--- src/tcc8_pkg.sv ---
// Notes on behaviour
// - 8-bit free-running up-counter, readable at two identical addresses; a write to either reloads it.
// - alternate counter read never clears the overflow flag.
// - writing either counter address reloads the counter with FCh.
// - counter reset and reload value is FCh in every mode.
// - clock select picks cpu/2, /4, /8 or second oscillator/8000.
// - rollover FFh to 00h sets the overflow flag in every mode.
// - overflow interrupt only when enabled and cpu mask clear; else pending.
// - overflow flag clears on primary counter access after status read saw it set.
// - counter runs in wait, freezes in halt, resumes from held count.
// - selected edge on capture pin latches counter into that capture register.
// - capture sets its flag; shared capture enable gates interrupt.
// - capture flag clears on capture register access after status read.
// - in single pulse or pwm mode only capture channel 2 captures.
// - capture pins always observed, even when driven as outputs.
// - both compare registers compared with counter each timer tick.
// - match sets compare flag (flag 1 not in pulse/pwm, flag 2 not in pwm), drives level if output enabled, may interrupt.
// - output disabled: pin is general i/o, interrupt still possible.
// - compare output latches are held low during reset.
// - compare registers are software read/write only, reset to 00h.
// - compare flag clears on compare register access after status read.
// - at cpu/2 match on equal; slower clocks match at value plus one.
// - force bit copies level to pin, no flag, ignored in pulse/pwm modes.
package tcc8_pkg;
    // ****************************************
    // register offsets
    // ****************************************
    localparam logic [3:0] ADDR_CTRL_TWO  = 4'h1;
    localparam logic [3:0] ADDR_CTRL_ONE  = 4'h2;
    localparam logic [3:0] ADDR_STATUS    = 4'h3;
    localparam logic [3:0] ADDR_CAPT1     = 4'h4;
    localparam logic [3:0] ADDR_CMP1      = 4'h5;
    localparam logic [3:0] ADDR_CNT_PRI   = 4'h6;
    localparam logic [3:0] ADDR_CNT_ALT   = 4'h7;
    localparam logic [3:0] ADDR_CAPT2     = 4'h8;
    localparam logic [3:0] ADDR_CMP2      = 4'h9;
    // ****************************************
    // control_reg_one fields
    // ****************************************
    localparam int C1_CAPT_IE  = 7;
    localparam int C1_CMP_IE   = 6;
    localparam int C1_OVF_IE   = 5;
    localparam int C1_FORCE2   = 4;
    localparam int C1_FORCE1   = 3;
    localparam int C1_LVL2     = 2;
    localparam int C1_EDGE1    = 1;
    localparam int C1_LVL1     = 0;
    // ****************************************
    // control_reg_two fields
    // ****************************************
    localparam int C2_OE1      = 7;
    localparam int C2_OE2      = 6;
    localparam int C2_PULSE    = 5;
    localparam int C2_PWM      = 4;
    localparam int C2_CLKSEL_H = 3;
    localparam int C2_CLKSEL_L = 2;
    localparam int C2_EDGE2    = 1;
    // ****************************************
    // status fields
    // ****************************************
    localparam int ST_CAPT1 = 7;
    localparam int ST_CMP1  = 6;
    localparam int ST_OVF   = 5;
    localparam int ST_CAPT2 = 4;
    localparam int ST_CMP2  = 3;
    localparam int ST_DIS   = 2;
    // ****************************************
    // reset values and timing
    // ****************************************
    localparam logic [7:0] CNT_RELOAD   = 8'hFC;
    localparam logic [7:0] CMP_RESET    = 8'h00;
    localparam logic [7:0] CTRL_RESET   = 8'h00;
    localparam logic [1:0] CLK_DIV2     = 2'h0;
    localparam logic [1:0] CLK_DIV4     = 2'h1;
    localparam logic [1:0] CLK_DIV8     = 2'h2;
    localparam logic [1:0] CLK_OSC      = 2'h3;
    localparam int         OSC_DIV      = 8000;
endpackage

--- src/tcc8_timer.sv ---
module tcc8_timer (
    // clock and reset
    input  wire logic       CLK_I,
    input  wire logic       RSTN_I,
    // register port
    input  wire logic [3:0] ADDR_I,
    input  wire logic [7:0] WDATA_I,
    input  wire logic       WR_I,
    input  wire logic       RD_I,
    output logic      [7:0] RDATA_O,
    // system
    input  wire logic       OSC2_TICK_I,
    input  wire logic       HALT_I,
    input  wire logic       CPU_MASK_I,
    // pins
    input  wire logic       CAPT_PIN1_I,
    input  wire logic       CAPT_PIN2_I,
    output logic            CMP_PIN1_O,
    output logic            CMP_PIN2_O,
    output logic            CMP_PIN1_OE_N_O,
    output logic            CMP_PIN2_OE_N_O,
    output logic            TIMER_IRQ_O
);
    logic [7:0]  ctrl1_r, ctrl2_r, cnt_r, capt1_r, capt2_r, cmp1_r, cmp2_r;
    logic        ovf_r, cf1_r, cf2_r, mf1_r, mf2_r, dis_r, pin1_r, pin2_r;
    logic        ovf_seen_r, cf1_seen_r, cf2_seen_r, mf1_seen_r, mf2_seen_r;
    logic        cap1_d_r, cap2_d_r;
    logic [2:0]  pre_r;
    logic [12:0] osc_r;
    logic        tick, run, mode_alt, wr_cnt, acc_cnt, rd_st;
    logic        ev1, ev2, m1, m2, f1_prev_r, f2_prev_r;
    logic [1:0]  csel;

    // ****************************************
    // prescaler
    // ****************************************
    assign csel     = ctrl2_r[tcc8_pkg::C2_CLKSEL_H:tcc8_pkg::C2_CLKSEL_L];
    assign mode_alt = ctrl2_r[tcc8_pkg::C2_PULSE] | ctrl2_r[tcc8_pkg::C2_PWM];
    // halt freezes the count, wait does not touch it
    assign run      = ~HALT_I & ~dis_r;

    always_ff @(posedge CLK_I) begin
        if (!RSTN_I) begin
            pre_r <= 3'h0;
            osc_r <= 13'h0;
        end else if (run) begin
            pre_r <= pre_r + 3'h1;
            if (OSC2_TICK_I) begin
                osc_r <= (osc_r == 13'(tcc8_pkg::OSC_DIV - 1)) ? 13'h0 : osc_r + 13'h1;
            end
        end
    end

    always_comb begin
        unique case (csel)
            tcc8_pkg::CLK_DIV2: tick = run & pre_r[0];
            tcc8_pkg::CLK_DIV4: tick = run & (pre_r[1:0] == 2'h3);
            tcc8_pkg::CLK_DIV8: tick = run & (pre_r == 3'h7);
            default:            tick = run & OSC2_TICK_I &
                                       (osc_r == 13'(tcc8_pkg::OSC_DIV - 1));
        endcase
    end

    // ****************************************
    // counter
    // ****************************************
    assign wr_cnt  = WR_I & ((ADDR_I == tcc8_pkg::ADDR_CNT_PRI) |
                             (ADDR_I == tcc8_pkg::ADDR_CNT_ALT));
    assign acc_cnt = (WR_I | RD_I) & (ADDR_I == tcc8_pkg::ADDR_CNT_PRI);
    assign rd_st   = RD_I & (ADDR_I == tcc8_pkg::ADDR_STATUS);

    always_ff @(posedge CLK_I) begin
        if (!RSTN_I) begin
            cnt_r <= tcc8_pkg::CNT_RELOAD;
        end else if (wr_cnt) begin
            cnt_r <= tcc8_pkg::CNT_RELOAD;
        end else if (tick) begin
            cnt_r <= cnt_r + 8'h01;
        end
    end

    // ****************************************
    // capture
    // ****************************************
    // pins are sampled raw whether or not the port drives them
    always_ff @(posedge CLK_I) begin
        if (!RSTN_I) begin
            cap1_d_r <= 1'b0;
            cap2_d_r <= 1'b0;
        end else begin
            cap1_d_r <= CAPT_PIN1_I;
            cap2_d_r <= CAPT_PIN2_I;
        end
    end

    // edge bit high selects rising edge
    assign ev1 = ~mode_alt & (ctrl1_r[tcc8_pkg::C1_EDGE1] ?
                 (CAPT_PIN1_I & ~cap1_d_r) : (~CAPT_PIN1_I & cap1_d_r));
    assign ev2 = ctrl2_r[tcc8_pkg::C2_EDGE2] ?
                 (CAPT_PIN2_I & ~cap2_d_r) : (~CAPT_PIN2_I & cap2_d_r);

    always_ff @(posedge CLK_I) begin
        if (!RSTN_I) begin
            capt1_r <= 8'h00;
            capt2_r <= 8'h00;
        end else begin
            if (ev1) capt1_r <= cnt_r;
            if (ev2) capt2_r <= cnt_r;
        end
    end

    // ****************************************
    // compare
    // ****************************************
    // judged on the count about to leave, so the flag lands with the new count:
    // at /2 the arriving value, slower clocks one count later
    function automatic logic hit(input logic [7:0] c, input logic [7:0] v,
                                 input logic [1:0] s);
        hit = (s == tcc8_pkg::CLK_DIV2) ? ((c + 8'h01) == v) : (c == v);
    endfunction

    // compare evaluated on each timer tick
    assign m1 = tick & hit(cnt_r, cmp1_r, csel);
    assign m2 = tick & hit(cnt_r, cmp2_r, csel);

    always_ff @(posedge CLK_I) begin
        if (!RSTN_I) begin
            f1_prev_r <= 1'b0;
            f2_prev_r <= 1'b0;
        end else begin
            f1_prev_r <= ctrl1_r[tcc8_pkg::C1_FORCE1];
            f2_prev_r <= ctrl1_r[tcc8_pkg::C1_FORCE2];
        end
    end

    always_ff @(posedge CLK_I) begin
        if (!RSTN_I) begin
            pin1_r <= 1'b0;
            pin2_r <= 1'b0;
        end else begin
            if (ctrl2_r[tcc8_pkg::C2_OE1] & (m1 | (~mode_alt &
                ctrl1_r[tcc8_pkg::C1_FORCE1] & ~f1_prev_r))) begin
                pin1_r <= ctrl1_r[tcc8_pkg::C1_LVL1];
            end
            if (ctrl2_r[tcc8_pkg::C2_OE2] & (m2 | (~mode_alt &
                ctrl1_r[tcc8_pkg::C1_FORCE2] & ~f2_prev_r))) begin
                pin2_r <= ctrl1_r[tcc8_pkg::C1_LVL2];
            end
        end
    end

    // disabled output releases the pin to general i/o
    assign CMP_PIN1_O      = pin1_r;
    assign CMP_PIN2_O      = pin2_r;
    assign CMP_PIN1_OE_N_O = ~ctrl2_r[tcc8_pkg::C2_OE1] | dis_r;
    assign CMP_PIN2_OE_N_O = ~ctrl2_r[tcc8_pkg::C2_OE2] | dis_r;

    // ****************************************
    // flags: set wins over clear
    // ****************************************
    function automatic logic flag_nxt(input logic f, input logic set,
                                      input logic seen, input logic acc);
        flag_nxt = set | (f & ~(seen & acc));
    endfunction

    function automatic logic seen_nxt(input logic f, input logic seen,
                                      input logic rd, input logic acc);
        seen_nxt = f & (rd | (seen & ~acc));
    endfunction

    logic acc_c1, acc_c2, acc_m1, acc_m2;
    assign acc_c1 = (WR_I | RD_I) & (ADDR_I == tcc8_pkg::ADDR_CAPT1);
    assign acc_c2 = (WR_I | RD_I) & (ADDR_I == tcc8_pkg::ADDR_CAPT2);
    assign acc_m1 = (WR_I | RD_I) & (ADDR_I == tcc8_pkg::ADDR_CMP1);
    assign acc_m2 = (WR_I | RD_I) & (ADDR_I == tcc8_pkg::ADDR_CMP2);

    always_ff @(posedge CLK_I) begin
        if (!RSTN_I) begin
            ovf_r <= 1'b0;
            ovf_seen_r <= 1'b0;
        end else begin
            ovf_r      <= flag_nxt(ovf_r, tick & (cnt_r == 8'hFF) & ~wr_cnt,
                                   ovf_seen_r, acc_cnt);
            ovf_seen_r <= seen_nxt(ovf_r, ovf_seen_r, rd_st, acc_cnt);
        end
    end

    always_ff @(posedge CLK_I) begin
        if (!RSTN_I) begin
            cf1_r <= 1'b0;
            cf2_r <= 1'b0;
            cf1_seen_r <= 1'b0;
            cf2_seen_r <= 1'b0;
        end else begin
            cf1_r      <= flag_nxt(cf1_r, ev1, cf1_seen_r, acc_c1);
            cf2_r      <= flag_nxt(cf2_r, ev2, cf2_seen_r, acc_c2);
            cf1_seen_r <= seen_nxt(cf1_r, cf1_seen_r, rd_st, acc_c1);
            cf2_seen_r <= seen_nxt(cf2_r, cf2_seen_r, rd_st, acc_c2);
        end
    end

    // flag 1 never set in pulse/pwm, flag 2 not set in pwm
    always_ff @(posedge CLK_I) begin
        if (!RSTN_I) begin
            mf1_r <= 1'b0;
            mf2_r <= 1'b0;
            mf1_seen_r <= 1'b0;
            mf2_seen_r <= 1'b0;
        end else begin
            mf1_r      <= flag_nxt(mf1_r, m1 & ~mode_alt, mf1_seen_r, acc_m1);
            mf2_r      <= flag_nxt(mf2_r, m2 & ~ctrl2_r[tcc8_pkg::C2_PWM],
                                   mf2_seen_r, acc_m2);
            mf1_seen_r <= seen_nxt(mf1_r, mf1_seen_r, rd_st, acc_m1);
            mf2_seen_r <= seen_nxt(mf2_r, mf2_seen_r, rd_st, acc_m2);
        end
    end

    // ****************************************
    // software registers
    // ****************************************
    always_ff @(posedge CLK_I) begin
        if (!RSTN_I) begin
            ctrl1_r <= tcc8_pkg::CTRL_RESET;
            ctrl2_r <= tcc8_pkg::CTRL_RESET;
            cmp1_r  <= tcc8_pkg::CMP_RESET;
            cmp2_r  <= tcc8_pkg::CMP_RESET;
            dis_r   <= 1'b0;
        end else if (WR_I) begin
            unique case (ADDR_I)
                tcc8_pkg::ADDR_CTRL_ONE: ctrl1_r <= WDATA_I;
                tcc8_pkg::ADDR_CTRL_TWO: ctrl2_r <= {WDATA_I[7:1], 1'b0};
                tcc8_pkg::ADDR_STATUS:   dis_r   <= WDATA_I[tcc8_pkg::ST_DIS];
                tcc8_pkg::ADDR_CMP1:     cmp1_r  <= WDATA_I;
                tcc8_pkg::ADDR_CMP2:     cmp2_r  <= WDATA_I;
                default: ;
            endcase
        end
    end

    always_ff @(posedge CLK_I) begin
        if (!RSTN_I) begin
            RDATA_O <= 8'h00;
        end else if (RD_I) begin
            unique case (ADDR_I)
                tcc8_pkg::ADDR_CTRL_ONE: RDATA_O <= ctrl1_r;
                tcc8_pkg::ADDR_CTRL_TWO: RDATA_O <= ctrl2_r;
                tcc8_pkg::ADDR_STATUS:   RDATA_O <= {cf1_r, mf1_r, ovf_r, cf2_r, mf2_r,
                                                     dis_r, 2'h0};
                tcc8_pkg::ADDR_CAPT1:    RDATA_O <= capt1_r;
                tcc8_pkg::ADDR_CAPT2:    RDATA_O <= capt2_r;
                tcc8_pkg::ADDR_CMP1:     RDATA_O <= cmp1_r;
                tcc8_pkg::ADDR_CMP2:     RDATA_O <= cmp2_r;
                tcc8_pkg::ADDR_CNT_PRI,
                tcc8_pkg::ADDR_CNT_ALT:  RDATA_O <= cnt_r;
                default:                 RDATA_O <= 8'h00;
            endcase
        end else begin
            RDATA_O <= 8'h00;
        end
    end

    // ****************************************
    // interrupt request
    // ****************************************
    // requests stay pending in the flags until the mask opens
    assign TIMER_IRQ_O = ~CPU_MASK_I & (
        (ctrl1_r[tcc8_pkg::C1_OVF_IE]  & ovf_r) |
        (ctrl1_r[tcc8_pkg::C1_CAPT_IE] & (cf1_r | cf2_r)) |
        (ctrl1_r[tcc8_pkg::C1_CMP_IE]  & (mf1_r | mf2_r)));
endmodule

--- config.mk ---
export PLATFORM = sky130hd
export DESIGN_NAME = tcc8_timer
export DESIGN_NICKNAME = d
export VERILOG_FILES = /design/src/tcc8_pkg.sv /design/src/tcc8_timer.sv
export SDC_FILE = /design/constraint.sdc
export NUM_CORES = 1
export LEC_CHECK = 0
export BUFFER_PORTS_ARGS = -buffer_cell sky130_fd_sc_hd__buf_2
export CAP_MARGIN = 5
export CORE_MARGIN = 5
export CORE_UTILIZATION = 40
export CTS_BUF_LIST = sky130_fd_sc_hd__clkbuf_2
export DETAILED_ROUTE_END_ITERATION = 7
export GPL_ROUTABILITY_DRIVEN = 0
export PLACE_DENSITY = 0.69
export SYNTH_ARGS = -nofsm -noshare
export SYNTH_HDL_FRONTEND = slang
export SYNTH_SLANG_ARGS = --single-unit
--- constraint.sdc ---
create_clock -name CLK_I -period 2.49 [get_ports CLK_I]
set_clock_uncertainty 0.1 [all_clocks]
set_input_delay 0 -clock CLK_I [delete_from_list [all_inputs] [get_ports CLK_I]]
set_output_delay 0 -clock CLK_I [all_outputs]
set_load 0.05 [all_outputs]
==> results.rst <==
.. list-table::
   :header-rows: 1

   * - Metric
     - Value
   * - CP Class
     - input pin to register
   * - Total Wirelength
     - about 13000 um
   * - Net switching component of the power
     - around 0.0007 W
   * - Final worst path period share
     - 96.9%
   * - Main flop type after synthesis
     - sky130_fd_sc_hd__dfxtp_1
   * - Share of final-layout standard cells stronger than drive strength 1
     - 12.5%
   * - Proportion of power drawn by flip-flops and latches
     - roughly 59%
   * - Multi-input combinational cell area
     - 2740 um2
   * - Synthesized area divided by synthesized cell count
     - 8.60 um2
   * - Buffer count from post-CTS setup fixing
     - 0
   * - Tot GR Track Use
     - a little under a fifth
   * - Final Hold Fails
     - 0
   * - Fraction of post-synthesis cell area in the top cell type by area
     - between 30 and 40%
   * - Simple-gate area share of the yosys netlist
     - 25.1%
   * - Residual DRC count
     - 0
   * - Flip-flop and latch count after synthesis
     - 96
   * - Total power divided by cell area
     - roughly 490 nW/um2
   * - Worst skew pair latency
     - 0.57 ns
   * - Synthesized-area fraction occupied by ao, oa, aoi and oai cells
     - roughly 15%
   * - Pin count of the biggest net entering global routing
     - 52
   * - Clock sink count
     - 96
   * - Pleak
     - 2.22 nW
   * - Post-synthesis adder-cell area fraction
     - under 10%
   * - Data arrival time of the critical path
     - between 2 and 3 ns
   * - Number of max-capacitance violations reported
     - 0
   * - Top cells by instance count after synthesis
     - sky130_fd_sc_hd__dfxtp_1, sky130_fd_sc_hd__nand2_1, sky130_fd_sc_hd__nor2_1
   * - Count of buffers from port buffering
     - 33
   * - Die outline width
     - ~120 um
   * - Wire length of the first global-routing pass
     - about 22000 um
   * - Peak clock frequency supported by timing
     - between 400 and 500 MHz
   * - Result of the run
     - completed
   * - RSZ-0062 raised after global routing
     - no
   * - Vias in the first global route
     - roughly 4200
   * - FFs w/ async S/R, synth
     - 0%
   * - Post-synthesis net count
     - 588
   * - Max FO, Critical Path
     - 12
   * - Largest family of logic cells by synthesized area
     - simple AND/OR/NAND/NOR gates
   * - Type of the worst min-delay path
     - input pin to register
   * - Die H
     - 120 um
   * - Post-synthesis instance area
     - 4810 um2
   * - Combinational share of power
     - 10.7%
   * - Initial antenna violation count
     - 0
   * - Fin. max-slew vios
     - 0
   * - Critical path required time
     - slightly below 3 ns
   * - Pint
     - roughly 0.0020 W
   * - Layout overhead on the synthesized area
     - 16.3%
   * - Parity-gate share of the synthesized area counting xor and xnor cells
     - ~8%
   * - # nets final
     - between 600 and 700
   * - Number of enable-type register cells in the synthesized netlist
     - 0
   * - Die Area
     - between 10000 and 15000 um2
   * - Number of setup violations in the final report
     - 0
   * - Syn. warnings
     - 0
   * - Critical Path End Type
     - register
   * - Startpoint class of the critical path
     - input pin
   * - Final WS setup
     - 0.0766 ns
   * - Count of mapped cells out of synthesis
     - about 560
   * - Initial Util
     - between 40 and 50%
   * - Pre-CTS setup slack
     - between 0.1 and 0.15 ns
   * - Clock share of power
     - between 30% and 40%
   * - Register cell area after layout
     - around 1900 um2
   * - Library cell with the largest summed area after synthesis
     - sky130_fd_sc_hd__dfxtp_1
   * - Clock transition at the register clock pins on the worst setup and hold paths after CTS
     - 0.25 ns
   * - Clock tree from TritonCTS
     - built
   * - CTS buffer count
     - 9
   * - Antenna diodes
     - 0
   * - Rows
     - 40
   * - Core Area
     - 11900 um2
   * - Total Negative Setup Slacks
     - 0 ns
   * - Final-layout fill cell count
     - around 1200
   * - Count leader, synth
     - sky130_fd_sc_hd__dfxtp_1
   * - Post-synthesis cell type count
     - 53
   * - Cell types occupying the most area after synthesis
     - sky130_fd_sc_hd__dfxtp_1, sky130_fd_sc_hd__mux2i_1, sky130_fd_sc_hd__nand2_1
   * - Detail-routed net length per standard cell
     - ~18 um
   * - Fraction of synthesized area in multiplexers
     - 6.69%
   * - Max transition margin
     - roughly 53%
   * - Post-synthesis sequential area ratio
     - roughly two fifths
   * - Sw Share
     - about a quarter
   * - Total I/O pin count
     - 34
   * - Drt first pass iters
     - 5
   * - Clock root buffer
     - sky130_fd_sc_hd__clkbuf_2
   * - Drt first-iter violations
     - around 320
   * - Peak VDD IR
     - around 0.36 mV
   * - CTS H-tree lvls
     - 3
   * - Number of vias per cell
     - between 5 and 6
   * - Antenna Nets Post-Route
     - 0
   * - GRT overflow
     - 0
   * - Vias after detailed routing
     - 4362
   * - Transition time of the tightest slew-check pin
     - between 0.7 and 0.8 ns
   * - Buffers from clock root to sink, at most
     - 2
   * - Estimated wirelength of the detail-placed design
     - about 9800 um
   * - Final period demand of the worst path
     - about 2.4 ns
## metal layers
metal / vias up / track usage (%) / share of wire [%]
li1: 2074 / - / -
met1: 2069 / 25.1 / 43
met2: 187 / 29.6 / 46
met3: 32 / 5.33 / 8.2
met4: 0 / 7.44 / 2.6
met5: - / 0 / 0
## final timing paths
| check | startpoint | to | slack [ns] | depth (start not counted) |
|---|---|---|---|---|
| max | ADDR_I[1] | cmp2_r[0] | 0.08 | 11 |
| min | ADDR_I[0] | ctrl1_r[7] | 0.06 | 5 |
| max reg2reg | ctrl2_r[2] | cnt_r[6] | 0.16 | 8 |
| min reg2reg | cf1_seen_r | cf1_seen_r | 0.37 | 2 |
## per-stage QoR
| stage | instances | hold slack [ns] | total power [W] | utilization, % | area, um2 |
|---|---|---|---|---|---|
| 5_1_grt | 771 | 0.0300 | 0.00284 | 47.0 | 5590 |
| 2_1_floorplan | 559 | 0.0217 | 0.00179 | - | 4810 |
| 3_3_place_gp | 729 | 0.133 | 0.00188 | 43.5 | 5180 |
| 3_5_place_dp | 729 | 0.137 | 0.00188 | 43.5 | 5180 |
| 4_1_cts | 771 | 0.0135 | 0.00274 | 46.8 | 5570 |
| 6_report | 771 | 0.0619 | 0.00274 | 47.0 | 5590 |
## flip-flops by register name, indices dropped and copies added, names as in the netlist, 3 cells and up
| register | cells |
|---|---|
| ctrl2_r | 7 |
| cmp2_r | 8 |
| RDATA_O | 8 |
| capt1_r | 8 |
| pre_r | 3 |
| cmp1_r | 8 |
| osc_r | 13 |
| cnt_r | 8 |
| ctrl1_r | 8 |
| capt2_r | 8 |
## area by class of cell
| class | count | area share (%) |
|---|---|---|
| clock buffers | 11 | 0.984 |
| flip-flops and latches | 96 | 34.4 |
| repair buffers | 80 | 10.5 |
| multi-input cells | 425 | 49.0 |
| clock inverters | 5 | 1.27 |
| well taps | 147 | 3.29 |
| inverters | 7 | 0.470 |
## critical path: stages
cell and delay (ns):
sky130_fd_sc_hd__dlygate4sd3_1 0.54, sky130_fd_sc_hd__buf_4 0.18, sky130_fd_sc_hd__nand2b_1 0.18, sky130_fd_sc_hd__nor2_1 0.11, sky130_fd_sc_hd__buf_4 0.17, sky130_fd_sc_hd__and2_4 0.19, sky130_fd_sc_hd__buf_6 0.15, sky130_fd_sc_hd__nand3_1 0.08
sky130_fd_sc_hd__dlygate4sd3_1 0.56, sky130_fd_sc_hd__a21boi_0 0.14, sky130_fd_sc_hd__dlygate4sd3_1 0.57
## power by group through the flow
stage	registers (W)	clock network [W]	logic [W]
floorplan	0.00162	0	0.000168
global placement	0.00163	0	0.000252
detailed placement	0.00163	0	0.000257
CTS	0.00160	0.000855	0.000286
global route	0.00161	0.000919	0.000318
finish	0.00160	0.000844	0.000292
## cell usage in the layout, fill, tap and decap left out, types with 11 or more instances in the layout
cell                            netlist  layout
sky130_fd_sc_hd__dfxtp_1             96      92
sky130_fd_sc_hd__nand2_1             82      82
sky130_fd_sc_hd__nor2_1              34      34
sky130_fd_sc_hd__buf_2                5      32
sky130_fd_sc_hd__mux2i_1             31      31
sky130_fd_sc_hd__nand3_1             31      31
sky130_fd_sc_hd__nor2b_1             30      30
sky130_fd_sc_hd__a21boi_0            28      28
sky130_fd_sc_hd__dlygate4sd3_1        0      26
sky130_fd_sc_hd__a21oi_1             22      22
sky130_fd_sc_hd__xor2_1              22      22
sky130_fd_sc_hd__buf_4                0      21
sky130_fd_sc_hd__o21ai_0             16      16
sky130_fd_sc_hd__xnor2_1             14      14
sky130_fd_sc_hd__nand4_1             13      13
sky130_fd_sc_hd__clkbuf_2             0      11
## repair_timing
item                       4_1_cts  5_1_grt
hold buffers                    26        0
gates resized for setup          0       10
setup endpoints to repair        0        3
hold endpoints to repair        96        0
## kinds of logic after synthesis
kind of cell,after synthesis
flops,96
mux,32
xor+xnor,39
fa+ha+maj,8
simple gates,240
compound gates,106
buf+inv,38
No activity file was read; power rests on OpenSTA's default activity.
